<file path="config.mk">
export PLATFORM = sky130hd
export DESIGN_NAME = amp_mode_protection_sequencer
export DESIGN_NICKNAME = d
export VERILOG_FILES = /design/src/core/sync_2ff.v /design/src/core/amp_mode_protection_sequencer.v
export VERILOG_INCLUDE_DIRS = /design/src /design/src/core
export SDC_FILE = /design/constraint.sdc
export NUM_CORES = 1
export LEC_CHECK = 0
export ABC_AREA = 1
export BUFFER_PORTS_ARGS = -buffer_cell sky130_fd_sc_hd__buf_2
export CAP_MARGIN = 25
export CORE_MARGIN = 2
export CORE_UTILIZATION = 29
export CTS_BUF_LIST = sky130_fd_sc_hd__clkbuf_2 sky130_fd_sc_hd__clkbuf_4 sky130_fd_sc_hd__clkbuf_8
export DETAILED_ROUTE_END_ITERATION = 16
export GPL_TIMING_DRIVEN = 1
export HOLD_SLACK_MARGIN = 0.12
export MAX_ROUTING_LAYER = met4
export PLACE_DENSITY = 0.43
export SLEW_MARGIN = 20
export SYNTH_ARGS = -nofsm -noshare
export SYNTH_HDL_FRONTEND = slang
export SYNTH_SLANG_ARGS = --single-unit
</file>
<file path="constraint.sdc">
create_clock -name core_clk -period 10.7 [get_ports core_clk]
set_input_delay 1.605 -clock core_clk [delete_from_list [all_inputs] [get_ports core_clk]]
set_output_delay 1.605 -clock core_clk [all_outputs]
set_load 0.05 [all_outputs]
</file>
<file path="src/core/amp_seq_map.vh">
`ifndef AMP_SEQ_MAP_VH
`define AMP_SEQ_MAP_VH
// ****************************************
// Timing
// ****************************************
`define CLK_KHZ 20000
`define T_RESTART_MS 100
`define T_FLAG_MS 50
`define T_CHECK_CYC 8'd16
// ****************************************
// Register offsets and fields
// ****************************************
`define CTRL_OFS 12'h000
`define STATUS_OFS 12'h004
`define RATE_OFS 12'h008
`define CTRL_HOLD 0
`define CTRL_BACKOFF 1
`define CTRL_MASK 32'h0000_0003
`define CTRL_RST 32'h0000_0002
// ****************************************
// Modes
// ****************************************
`define MODE_SLEEP 2'h0
`define MODE_MUTE 2'h1
`define MODE_OPER 2'h2
`define MODE_FAULT 2'h3
// ****************************************
// Carrier, gain and bias
// ****************************************
`define CAR_K 19'h0066d
`define CAR_MIN 9'h028
`define CAR_MAX 9'h042
`define MASTER_MIN_KOHM 8'h19
`define GAIN_MAX 8'hff
`define GAIN_MIN 8'h20
`define BIAS_MAX 8'hff
`endif

</file>
<file path="src/core/sync_2ff.v">
`timescale 1ns/1ns
// ****************************************
// Two-stage level synchroniser
// ****************************************
module sync_2ff #(
   parameter W = 1,
   parameter [W-1:0] RST_VAL = {W{1'b0}}
) (
   // Clock and reset
   input wire core_clk,
   input wire rst,
   // Data
   input wire [W-1:0] d,
   output reg [W-1:0] q
);
   reg [W-1:0] meta_q;

   // First stage feeds only the second
   always @(posedge core_clk)
   begin
      if (rst)
      begin
         meta_q <= RST_VAL;
         q <= RST_VAL;
      end
      else
      begin
         meta_q <= d;
         q <= meta_q;
      end
   end
endmodule

</file>
<file path="src/core/amp_mode_protection_sequencer.v">
// Register access over APB and the placing of the registers were left to the implementer.
`timescale 1ns/1ns
`include "amp_seq_map.vh"
// Summary of operation
// Host picks Sleep, Mute or Operating through wake and unmute pins, and Fault through the fault line.
// Wake low sleeps; wake high mutes; both high operate; low fault line faults.
// Mute keeps stages switching at half duty with converters disabled.
// Operating runs both channels with modulated audio.
// Converter bias zero in Mute, maximum in Operating; host ramps unmute slowly.
// Carrier 300 to 500 kHz, set by resistor as 12.45e9 over resistance.
// Resistor above 25k makes master driving sync; shorted makes slave.
// Above 140 C gain backs off gradually, device keeps running.
// Above 155 C the power stage shuts down at once.
// Current above 2 A from impedance drop is limited, audio continues.
// Fault overcurrent switches off and holds stage off at least 100 ms.
// After overcurrent shutdown, fault line low for first 50 ms.
// Load short persisting causes a restart attempt every 100 ms.
// Output short to rail holds stage off until removed, no retries.
// Sleep to Mute checks outputs for rail shorts before enabling stages.
// Every restart repeats the rail short check.
// Supply below 10 V shuts down silently; restart 100 ms after recovery.
// Supply above 36 V shuts down; restart 100 ms after it drops.
// Supply imbalance trips protection until it recovers.
// Fault line pulled low on any protection trip except gain backoff.
// External low on fault line forces Fault mode.
// Comparators synchronised; all timers count internal clock cycles.
// Periodic restart for load short and supply faults; rail short waits.
module amp_mode_protection_sequencer #(
   parameter RESTART_CYC = `T_RESTART_MS * `CLK_KHZ,
   parameter FLAG_CYC = `T_FLAG_MS * `CLK_KHZ
) (
   // Clock and reset
   input wire core_clk,
   input wire rst,
   // APB slave
   input wire [11:0] paddr,
   input wire psel,
   input wire penable,
   input wire pwrite,
   input wire [31:0] pwdata,
   output reg [31:0] prdata,
   output reg pready,
   output reg pslverr,
   // Mode pins
   input wire wake_request,
   input wire unmute_request,
   // Open-drain fault line
   input wire fault_line_n_in,
   output reg fault_line_n_out,
   output reg fault_line_n_oe,
   // Carrier setting and sync pin
   input wire [7:0] freq_set_resistor,
   input wire carrier_sync_io_in,
   output reg carrier_sync_io_out,
   output reg carrier_sync_io_oe,
   // Protection comparators
   input wire temp_warn,
   input wire temp_crit,
   input wire i_limit,
   input wire i_short,
   input wire out_rail_short,
   input wire vsup_low,
   input wire vsup_high,
   input wire unbalance,
   // Power stage control
   output reg power_stage_en,
   output reg audio_en,
   output reg [7:0] vi_bias,
   output reg [7:0] gain_level,
   output reg current_limit,
   output reg carrier,
   output reg thermal_gain_backoff,
   output reg [1:0] mode
);
   // ****************************************
   // Constants
   // ****************************************
   localparam [31:0] RESTART_W = RESTART_CYC;
   localparam [31:0] FLAG_W = FLAG_CYC;
   localparam [21:0] RESTART_N = RESTART_W[21:0];
   localparam [21:0] FLAG_N = FLAG_W[21:0];
   localparam [2:0] S_SLEEP = 3'h0;
   localparam [2:0] S_CHECK = 3'h1;
   localparam [2:0] S_RUN = 3'h2;
   localparam [2:0] S_SHUT = 3'h3;
   localparam [2:0] S_OPEN = 3'h4;
   localparam [2:0] S_FAULT = 3'h5;

   // ****************************************
   // Input synchronisation
   // ****************************************
   wire [11:0] sq;
   wire [7:0] rsyn;

   // Mode pins, fault line, sync pin and comparators cross in here
   sync_2ff #(.W(12), .RST_VAL(12'h400)) u_sync_pins (
      .core_clk(core_clk),
      .rst(rst),
      .d({carrier_sync_io_in, fault_line_n_in, unmute_request, wake_request,
          unbalance, vsup_high, vsup_low, out_rail_short, i_short, i_limit,
          temp_crit, temp_warn}),
      .q(sq)
   );

   // Resistor code is a static strap, sampled like any pin
   sync_2ff #(.W(8), .RST_VAL(8'h00)) u_sync_rosc (
      .core_clk(core_clk),
      .rst(rst),
      .d(freq_set_resistor),
      .q(rsyn)
   );

   wire over_temp_warn = sq[0];
   wire over_temp_crit = sq[1];
   wire load_limit = sq[2];
   wire overcurrent_guard = sq[3];
   wire rail_short = sq[4];
   wire supply_low_guard = sq[5];
   wire supply_high_guard = sq[6];
   wire unbalance_guard = sq[7];
   wire wake = sq[8];
   wire unmute = sq[9];
   wire line_n = sq[10];
   wire sync_in = sq[11];

   // ****************************************
   // Control register
   // ****************************************
   reg [31:0] ctrl_q;
   wire hold_off = ctrl_q[`CTRL_HOLD];
   wire backoff_en = ctrl_q[`CTRL_BACKOFF];

   // ****************************************
   // Carrier generator
   // ****************************************
   reg [8:0] period_q;
   reg [8:0] car_cnt_q;
   reg master_q;
   reg sync_prev_q;
   reg [7:0] step_cnt_q;
   wire [18:0] car_prod = {11'h000, rsyn} * `CAR_K;
   wire [8:0] per_raw = car_prod[18:10];
   wire sync_edge = sync_in & ~sync_prev_q;
   wire tick = (car_cnt_q == 9'h000);
   wire step = tick & (step_cnt_q == 8'hff);

   // Period in clocks from resistance, clamped to the legal band
   always @(posedge core_clk)
   begin
      if (rst)
      begin
         period_q <= `CAR_MAX;
         master_q <= 1'b0;
      end
      else
      begin
         if (per_raw < `CAR_MIN)
            period_q <= `CAR_MIN;
         else if (per_raw > `CAR_MAX)
            period_q <= `CAR_MAX;
         else
            period_q <= per_raw;
         master_q <= (rsyn > `MASTER_MIN_KOHM);
      end
   end

   // Slave restarts its count on each sync edge
   always @(posedge core_clk)
   begin
      if (rst)
      begin
         car_cnt_q <= 9'h000;
         sync_prev_q <= 1'b0;
         step_cnt_q <= 8'h00;
         carrier <= 1'b0;
         carrier_sync_io_out <= 1'b0;
         carrier_sync_io_oe <= 1'b0;
      end
      else
      begin
         sync_prev_q <= sync_in;
         if (!master_q && sync_edge)
            car_cnt_q <= 9'h000;
         else if (car_cnt_q >= period_q - 9'h001)
            car_cnt_q <= 9'h000;
         else
            car_cnt_q <= car_cnt_q + 9'h001;
         if (tick)
            step_cnt_q <= step_cnt_q + 8'h01;
         carrier <= (car_cnt_q < {1'b0, period_q[8:1]}); // 50 % idle duty
         carrier_sync_io_out <= carrier;
         carrier_sync_io_oe <= master_q;
      end
   end

   // ****************************************
   // Mode and protection sequencer
   // ****************************************
   reg [2:0] state_q;
   reg [21:0] timer_q;
   reg [7:0] chk_cnt_q;
   reg oc_trip_q;
   reg [2:0] oe_hist_q;
   wire own_drive = fault_line_n_oe | (|oe_hist_q);
   // Our own pull is masked until it has cleared the synchroniser
   wire ext_fault = wake & ~line_n & ~own_drive;
   wire hard_fault = over_temp_crit | supply_low_guard | supply_high_guard
                     | unbalance_guard;
   wire go_sleep = ~wake | hold_off;

   always @(posedge core_clk)
   begin
      if (rst)
      begin
         state_q <= S_SLEEP;
         timer_q <= 22'h000000;
         chk_cnt_q <= 8'h00;
         oc_trip_q <= 1'b0;
      end
      else if (go_sleep)
      begin
         state_q <= S_SLEEP;
         oc_trip_q <= 1'b0;
      end
      else if (ext_fault)
         state_q <= S_FAULT;
      else
      begin
         case (state_q)
            S_SLEEP:
            begin
               state_q <= S_CHECK; // Check before any switching
               chk_cnt_q <= 8'h00;
            end
            S_CHECK:
            begin
               chk_cnt_q <= chk_cnt_q + 8'h01;
               if (rail_short)
                  state_q <= S_OPEN;
               else if (hard_fault)
               begin
                  state_q <= S_SHUT; // Load current judged only once switching
                  timer_q <= 22'h000000;
                  oc_trip_q <= 1'b0;
               end
               else if (chk_cnt_q == `T_CHECK_CYC)
                  state_q <= S_RUN;
            end
            S_RUN:
            begin
               timer_q <= 22'h000000;
               if (rail_short)
                  state_q <= S_OPEN; // No periodic retry
               else if (hard_fault)
               begin
                  state_q <= S_SHUT;
                  oc_trip_q <= 1'b0;
               end
               else if (overcurrent_guard)
               begin
                  state_q <= S_SHUT;
                  oc_trip_q <= 1'b1;
               end
            end
            S_SHUT:
            begin
               // Timer holds at zero while a supply or heat fault lasts
               if (hard_fault)
                  timer_q <= 22'h000000;
               else if (timer_q == RESTART_N - 22'h000001)
               begin
                  state_q <= S_CHECK; // Retry every 100 ms
                  chk_cnt_q <= 8'h00;
               end
               else
                  timer_q <= timer_q + 22'h000001;
            end
            S_OPEN:
            begin
               if (!rail_short)
               begin
                  state_q <= S_CHECK; // Recheck once removed
                  chk_cnt_q <= 8'h00;
                  oc_trip_q <= 1'b0;
               end
            end
            S_FAULT:
            begin
               state_q <= S_CHECK;
               chk_cnt_q <= 8'h00;
            end
            default:
               state_q <= S_SLEEP;
         endcase
      end
   end

   // ****************************************
   // Fault line drive
   // ****************************************
   // Overcurrent pulls low only for the first 50 ms of its timer
   always @(posedge core_clk)
   begin
      if (rst)
      begin
         fault_line_n_out <= 1'b0;
         fault_line_n_oe <= 1'b0;
         oe_hist_q <= 3'h0;
      end
      else
      begin
         fault_line_n_out <= 1'b0;
         oe_hist_q <= {oe_hist_q[1:0], fault_line_n_oe};
         if (state_q == S_OPEN)
            fault_line_n_oe <= 1'b1;
         else if (state_q == S_SHUT && oc_trip_q)
            fault_line_n_oe <= (timer_q < FLAG_N);
         else
            fault_line_n_oe <= (state_q == S_SHUT);
      end
   end

   // ****************************************
   // Power stage, bias and gain
   // ****************************************
   wire running = (state_q == S_RUN);
   wire bias_up = running & unmute;

   // Bias walks one step per carrier period, avoiding a hard edge
   always @(posedge core_clk)
   begin
      if (rst)
      begin
         power_stage_en <= 1'b0;
         audio_en <= 1'b0;
         vi_bias <= 8'h00;
         current_limit <= 1'b0;
         mode <= `MODE_SLEEP;
      end
      else
      begin
         power_stage_en <= running; // Mute still switches
         audio_en <= bias_up; // Converters off in Mute
         if (!running)
            vi_bias <= 8'h00; // Silent shutdown
         else if (tick && bias_up && vi_bias != `BIAS_MAX)
            vi_bias <= vi_bias + 8'h01;
         else if (tick && !bias_up && vi_bias != 8'h00)
            vi_bias <= vi_bias - 8'h01;
         current_limit <= running & load_limit; // Audio keeps flowing
         if (state_q == S_SLEEP)
            mode <= `MODE_SLEEP;
         else if (state_q == S_RUN)
            mode <= unmute ? `MODE_OPER : `MODE_MUTE;
         else if (state_q == S_CHECK)
            mode <= `MODE_MUTE;
         else
            mode <= `MODE_FAULT;
      end
   end

   // Slow gain fold toward the 140 C threshold, no fault line
   always @(posedge core_clk)
   begin
      if (rst)
      begin
         gain_level <= `GAIN_MAX;
         thermal_gain_backoff <= 1'b0;
      end
      else
      begin
         if (!backoff_en)
            gain_level <= `GAIN_MAX;
         else if (step && over_temp_warn && gain_level > `GAIN_MIN)
            gain_level <= gain_level - 8'h01;
         else if (step && !over_temp_warn && gain_level != `GAIN_MAX)
            gain_level <= gain_level + 8'h01;
         thermal_gain_backoff <= (gain_level != `GAIN_MAX);
      end
   end

   // ****************************************
   // APB slave
   // ****************************************
   wire setup = psel & ~penable;
   wire wr_done = psel & penable & pready & pwrite;
   wire [31:0] status = {1'b0, sq[7:0], vi_bias, gain_level, oc_trip_q,
                         master_q, mode, state_q};

   // Answer registered in setup, so access never waits
   always @(posedge core_clk)
   begin
      if (rst)
      begin
         prdata <= 32'h0000_0000;
         pready <= 1'b0;
         pslverr <= 1'b0;
         ctrl_q <= `CTRL_RST;
      end
      else
      begin
         pready <= setup & ~pready;
         if (setup && !pready)
         begin
            pslverr <= 1'b0;
            case (paddr)
               `CTRL_OFS:
                  prdata <= ctrl_q;
               `STATUS_OFS:
                  prdata <= status;
               `RATE_OFS:
                  prdata <= {23'h000000, period_q};
               default:
               begin
                  prdata <= 32'h0000_0000;
                  pslverr <= 1'b1;
               end
            endcase
         end
         else if (!psel)
            pslverr <= 1'b0;
         if (wr_done && paddr == `CTRL_OFS)
            ctrl_q <= pwdata & `CTRL_MASK;
      end
   end
endmodule

</file>
# --- Yosys cells after proc, flatten, opt, wreduce, memory -nomap -nowiden ---
# Index checks and enable logic that the tools add are counted.
classes:
  n_addsub: 9
  n_mul: 1
  n_lt_le_gt_ge: 7
  n_eq_ne: 28
  n_mux: 42
  bitwise_logic: 26
  n_reduce_logical: 40
ops:
  columns: ["op", "count"]
  rows:
  - ["31-bit case mux with 3 select lines", 1]
  - ["22-bit 2-to-1 mux", 4]
  - ["22-bit case mux with 3 select lines", 1]
  - ["8-bit 2-to-1 mux", 7]
  - ["8-bit by 1-bit adder with 8-bit output, second input constant", 4]
  - ["8-bit case mux with 4 select lines", 1]
  - ["3-bit 2-to-1 mux", 10]
  - ["22-bit by 1-bit adder with 22-bit output, second input constant", 1]
  - ["22-bit by 21-bit equality test with 1-bit output, second input constant", 1]
  - ["22-bit by 20-bit < comparator with 1-bit output, second input constant", 1]
  - ["8-bit by 11-bit multiplier with 19-bit output, second input constant", 1]
  - ["8-bit inequality test, second input constant", 2]
  - ["8-bit by 1-bit subtractor with 8-bit output, second input constant", 2]
  - ["3-bit case mux with 5 select lines", 1]
  - ["3-bit OR reduction", 5]
  - ["7-bit 2-to-1 mux", 2]
  - ["12-bit by 3-bit equality test with 1-bit output, second input constant", 1]
  - ["12-bit by 4-bit equality test with 1-bit output, second input constant", 1]
  - ["1-bit logical AND", 12]
  - ["12-bit logical NOT", 1]
  - ["2-bit inequality test, second input constant", 6]
  - ["3-bit inequality test, second input constant", 4]
  - ["6-bit AND reduction", 2]
  - ["1-bit AND", 11]
  - ["other kinds (34)", 71]
totals:
  reg_bits: 167
  in_bits: 69
  output_inout_bits: 61
  word_cells: 184

# --- Longest topological paths before layout ---
logic_depth:
  depth_word: 7
  ltp_mapped: 23
  mapped_depth_nobuf: 23

# --- Cells and area by module ---
# A second synthesis with hierarchy kept.
hier_totals:
  hier_cells: 1314
  area_unflattened_um2: 9715.6
by_module_without_submodules:
  columns: ["mod", "instances", "cells_each", "area_per_inst_um2"]
  rows:
  - ["amp_mode_protection_sequencer", 1, 1189, 8554.5]
  - ["sync_2ff (u_sync_pins)", 1, 75, 686.9]
  - ["sync_2ff (u_sync_rosc)", 1, 50, 474.2]

# --- Least setup slack after synthesis ---
# No wires, ideal clock.
synth_timing:
  path_kind: "reg2reg"
  from: "reg u_sync_rosc.q[5]"
  to: "reg period_q[0]"
  setup_time_ps: 115
  arrival_time_ps: 3678
  required_ps: 10585
  setup_slack_ps: 6907
  path_stages_with_launch: 20
  n_path_buf: 0
  path_cell_list: "dfxtp_1 -> ha_1 -> fa_1 -> fa_1 -> inv_1 -> fa_1 -> inv_1 -> ha_1 -> nand2_1 -> inv_1 -> a21oi_1 -> nor2_1 -> nor2_1 -> nand2_1 -> nand2_1 -> nand2_1 -> a21oi_2 -> nand3_1 -> nand2_1 -> nor3_1"
synth_between:
  elab_chain_len: 3
  elab_cells_between_ends: 4
  classes_between: "mul: 1; order compare: 2; reduce/logical: 1"
synth_lines:
  columns: ["item", "line", "source"]
  rows:
  - ["start, declared", "sync_2ff.v:14", "output reg [W-1:0] q"]
  - ["start signal, assigned", "sync_2ff.v:29", "q <= meta_q;"]
  - ["8-bit by 11-bit multiplier with 19-bit output (no line) *", null, null]
  - ["9-bit by 6-bit < comparator with 1-bit output (no line) / 9-bit by 7-bit > comparator with 1-bit output (equally long branches)", null, null]
  - ["3-bit OR reduction (no line)", null, null]
  - ["end signal, assigned", "amp_mode_protection_sequencer.v:152", "period_q <= `CAR_MAX;"]
  - ["end signal, assigned", "amp_mode_protection_sequencer.v:158", "period_q <= `CAR_MIN;"]
  - ["end signal, assigned", "amp_mode_protection_sequencer.v:160", "period_q <= `CAR_MAX;"]
  - ["end, declared", "amp_mode_protection_sequencer.v:136", "reg [8:0] period_q;"]
# Mark *: on every way between the ends. The rest lies on a longest branch, timed or not.
# A chain may end at the register's enable or synchronous reset.

# --- Worst setup path after layout ---
layout_timing:
  from: "reg u_sync_rosc.q[6]"
  to: "reg period_q[2]"
# The elaborated chain is that of the path after synthesis.

==> summary.md <==
| Metric | Value |
|---|---|
| Post-route clock period utilization | between 30 and 40% |
| Post-route antenna net violation count | 0 |
| Classification of the worst setup path | reg2reg |
| Clock tree from TritonCTS | yes |
| Post-CTS setup repair buffer count | 0 |
| Maximum number of pins on one net before global-route repair | 70 |
| Clk Latency, worst-skew pair | 470 ps |
| Resized Gates After CTS | 0 |
| Iter 0 DRT Violations | 431 |
| R2r startpoint | u_sync_rosc.q[6] |
| Initial Utilization | between 20 and 30% |
| Maximum resistive drop on vdd | 0.0871 mV |
| Vias post-DR | approximately 8200 |
| Crit path capture type | flop |
| Maximum clock rate | roughly 0.24 GHz |
| CP Data Required Time | 11070 ps |
| RSZ-0062 raised after global routing | false |
| WL per Instance | 13.3 um |
| Root buffer cell | sky130_fd_sc_hd__clkbuf_8 |
| Total overflow reported by the global router | 0 |
| Pwr dens | between 100 and 150 nW/um^2 |
| Critical Path AT | 4560 ps |
| Routed WL | approximately 25 mm |
| Start point of the worst hold path | u_sync_rosc.meta_q[4] |
| CTS clock-pin slew for the worst setup and hold paths | around 100 ps |
| Async set-reset flop share out of synthesis | 0% |
| Total count of max-transition violations in the final report | 0 |
| Overall die width | between 150 and 200 um |
| Area growth from synthesis to layout | 13.5% |
| Final RePlAce weighted congestion | about 0.84 |
| Worst Max-Slew Pin Slew | around 1000 ps |
| Total DRC errors in the routed layout | 0 |
| Number of antenna violations at the first check in global routing | 0 |
| Post-detail-place hpwl | ~19 mm |
| Final net count | 1585 |
| Clock Skew | about 15 ps |
| Gate Count Post-Synth | 1313 |
| Static leakage power | 5.25 nW |
| Area of the mapped netlist | a little under 10000 um^2 |
| Final core occ | between 30% and 40% |
| PortBufs | 97 |
| Commonest register cell after synthesis | sky130_fd_sc_hd__dfxtp_1 |
| Die Y | 187 um |
| Tmin final | around 4200 ps |
| Number of levels in the clock H-tree | 4 |
| Number of failing hold endpoints at the final stage | 0 |
| Via count of the first global-routing pass | ~8000 |
| Proportion of synthesized chip area in sequential cells | about 34% |
| CP startpoint | u_sync_rosc.q[6] |
| Relative slew margins | 32.0% |
| Clock tree sinks | 166 |
| Startpoint type of the worst setup path | flop |
| Most common cell after layout, fill and taps aside | sky130_fd_sc_hd__nand2_1 |
| Number of enable-type register cells in the synthesized netlist | 0 |
| Crit path max fanout | 5 |
| Placeable core area | roughly 33000 um^2 |
| Number of flip-flops and latches in the synthesized netlist | 166 |
| Die Footprint | roughly 35000 um^2 |
| Post-DR vias/cell | ~4.4 |
| Layout cell share with drive strength beyond 1 | between 10% and 20% |
| Sequential cell area | around 3300 um^2 |
| Hold buffer count at cts | 0 |
| Area taken by multi-input logic gates | ~5400 um^2 |
| Num CTS Buffers | 17 |
| Number of warnings reported in the yosys synthesis log | 0 |
| GRT Util Overall | about 15% |
| Outcome | completed |
| First-pass GRT wire length | slightly above 40 mm |
| Total inserted antenna cells | 0 |
| IO Pins | 130 |
| Path class of the lowest-slack min-delay path | reg2reg |
| Pre-antenna DRT Iters | 5 |
| Final-layout fill cell count | 3571 |
| Number of distinct library cells after synthesis | 60 |
| Most frequent cells in the layout | sky130_fd_sc_hd__nand2_1 (240), sky130_fd_sc_hd__inv_1 (224), sky130_fd_sc_hd__dfxtp_1 (166) |
| Post-synthesis average cell area | 7.38 um^2 |
| Core Rows | 66 |
| Total of endpoints with negative setup slack in the final report | 0 |
| Maximum clock insertion buffer count | 2 |
| Setup TNS | 0 ps |
| Number of violations of the max-capacitance limit | 0 |
final timing paths:
check / to / cells after the start / slack, ps
worst min-delay path: u_sync_rosc.q[4] / 2 / 410
worst max register to register: period_q[2] / 19 / 6510
worst max-delay path: period_q[2] / 19 / 6510
worst min register to register: u_sync_rosc.q[4] / 2 / 410
flip-flops by register name (all words and copies together), names as in the netlist, 2 cells and up:
name and count:
state_q 3, mode 2, gain_level 8, u_sync_rosc.meta_q 8, chk_cnt_q 8, timer_q 22, step_cnt_q 8, period_q 9
vi_bias 8, u_sync_rosc.q 8, ctrl_q 2, car_cnt_q 9, prdata 31, u_sync_pins.q 12, oe_hist_q 3, u_sync_pins.meta_q 12
cell families after synthesis:
logic type / count (synthesis) / share of synthesized area, %
compound gates: 190 / 11.4
fa+ha+maj: 107 / 15.6
other cells: 1 / 0.0387
buf+inv: 260 / 10.5
flops: 166 / 34.3
simple gates: 562 / 25.8
xor+xnor: 27 / 2.44
cells in the mapped netlist, types with 17 or more instances:
| master | count | area (um^2) |
|---|---|---|
| sky130_fd_sc_hd__inv_1 | 224 | 841 |
| sky130_fd_sc_hd__nor2_1 | 148 | 556 |
| sky130_fd_sc_hd__nand2_1 | 240 | 901 |
| sky130_fd_sc_hd__nor3_1 | 32 | 160 |
| sky130_fd_sc_hd__nand3_1 | 74 | 370 |
| sky130_fd_sc_hd__xor2_1 | 18 | 158 |
| sky130_fd_sc_hd__nand4_1 | 26 | 163 |
| sky130_fd_sc_hd__dfxtp_1 | 166 | 3320 |
| sky130_fd_sc_hd__clkbuf_1 | 17 | 63.8 |
| sky130_fd_sc_hd__ha_1 | 84 | 1050 |
| sky130_fd_sc_hd__o21ai_0 | 47 | 235 |
| sky130_fd_sc_hd__fa_1 | 23 | 460 |
| sky130_fd_sc_hd__a21oi_1 | 91 | 455 |
worst max-delay path, cell delays in order (launching register included):
cell,delay [ps]
sky130_fd_sc_hd__dfxtp_1,450
sky130_fd_sc_hd__ha_1,320
sky130_fd_sc_hd__fa_1,500
sky130_fd_sc_hd__fa_1,520
sky130_fd_sc_hd__inv_1,60
sky130_fd_sc_hd__fa_1,520
sky130_fd_sc_hd__inv_1,40
sky130_fd_sc_hd__ha_1,360
sky130_fd_sc_hd__nand2_1,130
sky130_fd_sc_hd__inv_1,50
sky130_fd_sc_hd__a21oi_1,220
sky130_fd_sc_hd__nor2_1,90
sky130_fd_sc_hd__nor2_1,130
sky130_fd_sc_hd__nand2_1,70
sky130_fd_sc_hd__nand2_1,50
sky130_fd_sc_hd__nand2_1,60
sky130_fd_sc_hd__a21oi_2,190
sky130_fd_sc_hd__nand3_1,150
sky130_fd_sc_hd__nand2_1,130
sky130_fd_sc_hd__nor3_1,60
final cells by class:
type,count,share of cell area (%)
clock buffers,19,2.27
clock inverters,13,0.911
inverters,232,7.95
multi-input cells,890,48.8
flip-flops and latches,166,30.2
well taps,442,5.03
repair buffers,102,4.78
power breakdown:
part | internal [mW] | switching, mW
Combinational | 0.0709 | 0.128
Sequential | 0.634 | 0.0128
Clock | 0.168 | 0.255
Total | 0.873 | 0.397
metal layers:
metal  track usage [%]  routed length (um)  vias to the layer above
li1                  -                   -                     4405
met1              20.7               12900                     3690
met2              22.6               10700                      130
met3              3.22                 917                       19
met4              3.85                 279                        0
met5                 -                   0                        -
metrics by stage:
stage	hold WS, ps	total power [mW]	cell area, um^2	worst slack (ps)	cells
after CTS	406	1.29	11000	6470	1864
after detailed placement	392	0.863	10600	6470	1832
after floorplan	388	0.805	9700	6910	1316
after global routing	423	1.35	11000	6100	1864
final	405	1.27	11000	6510	1864
after global placement	391	0.863	10600	6480	1832
(Power assumes the default switching activity.)
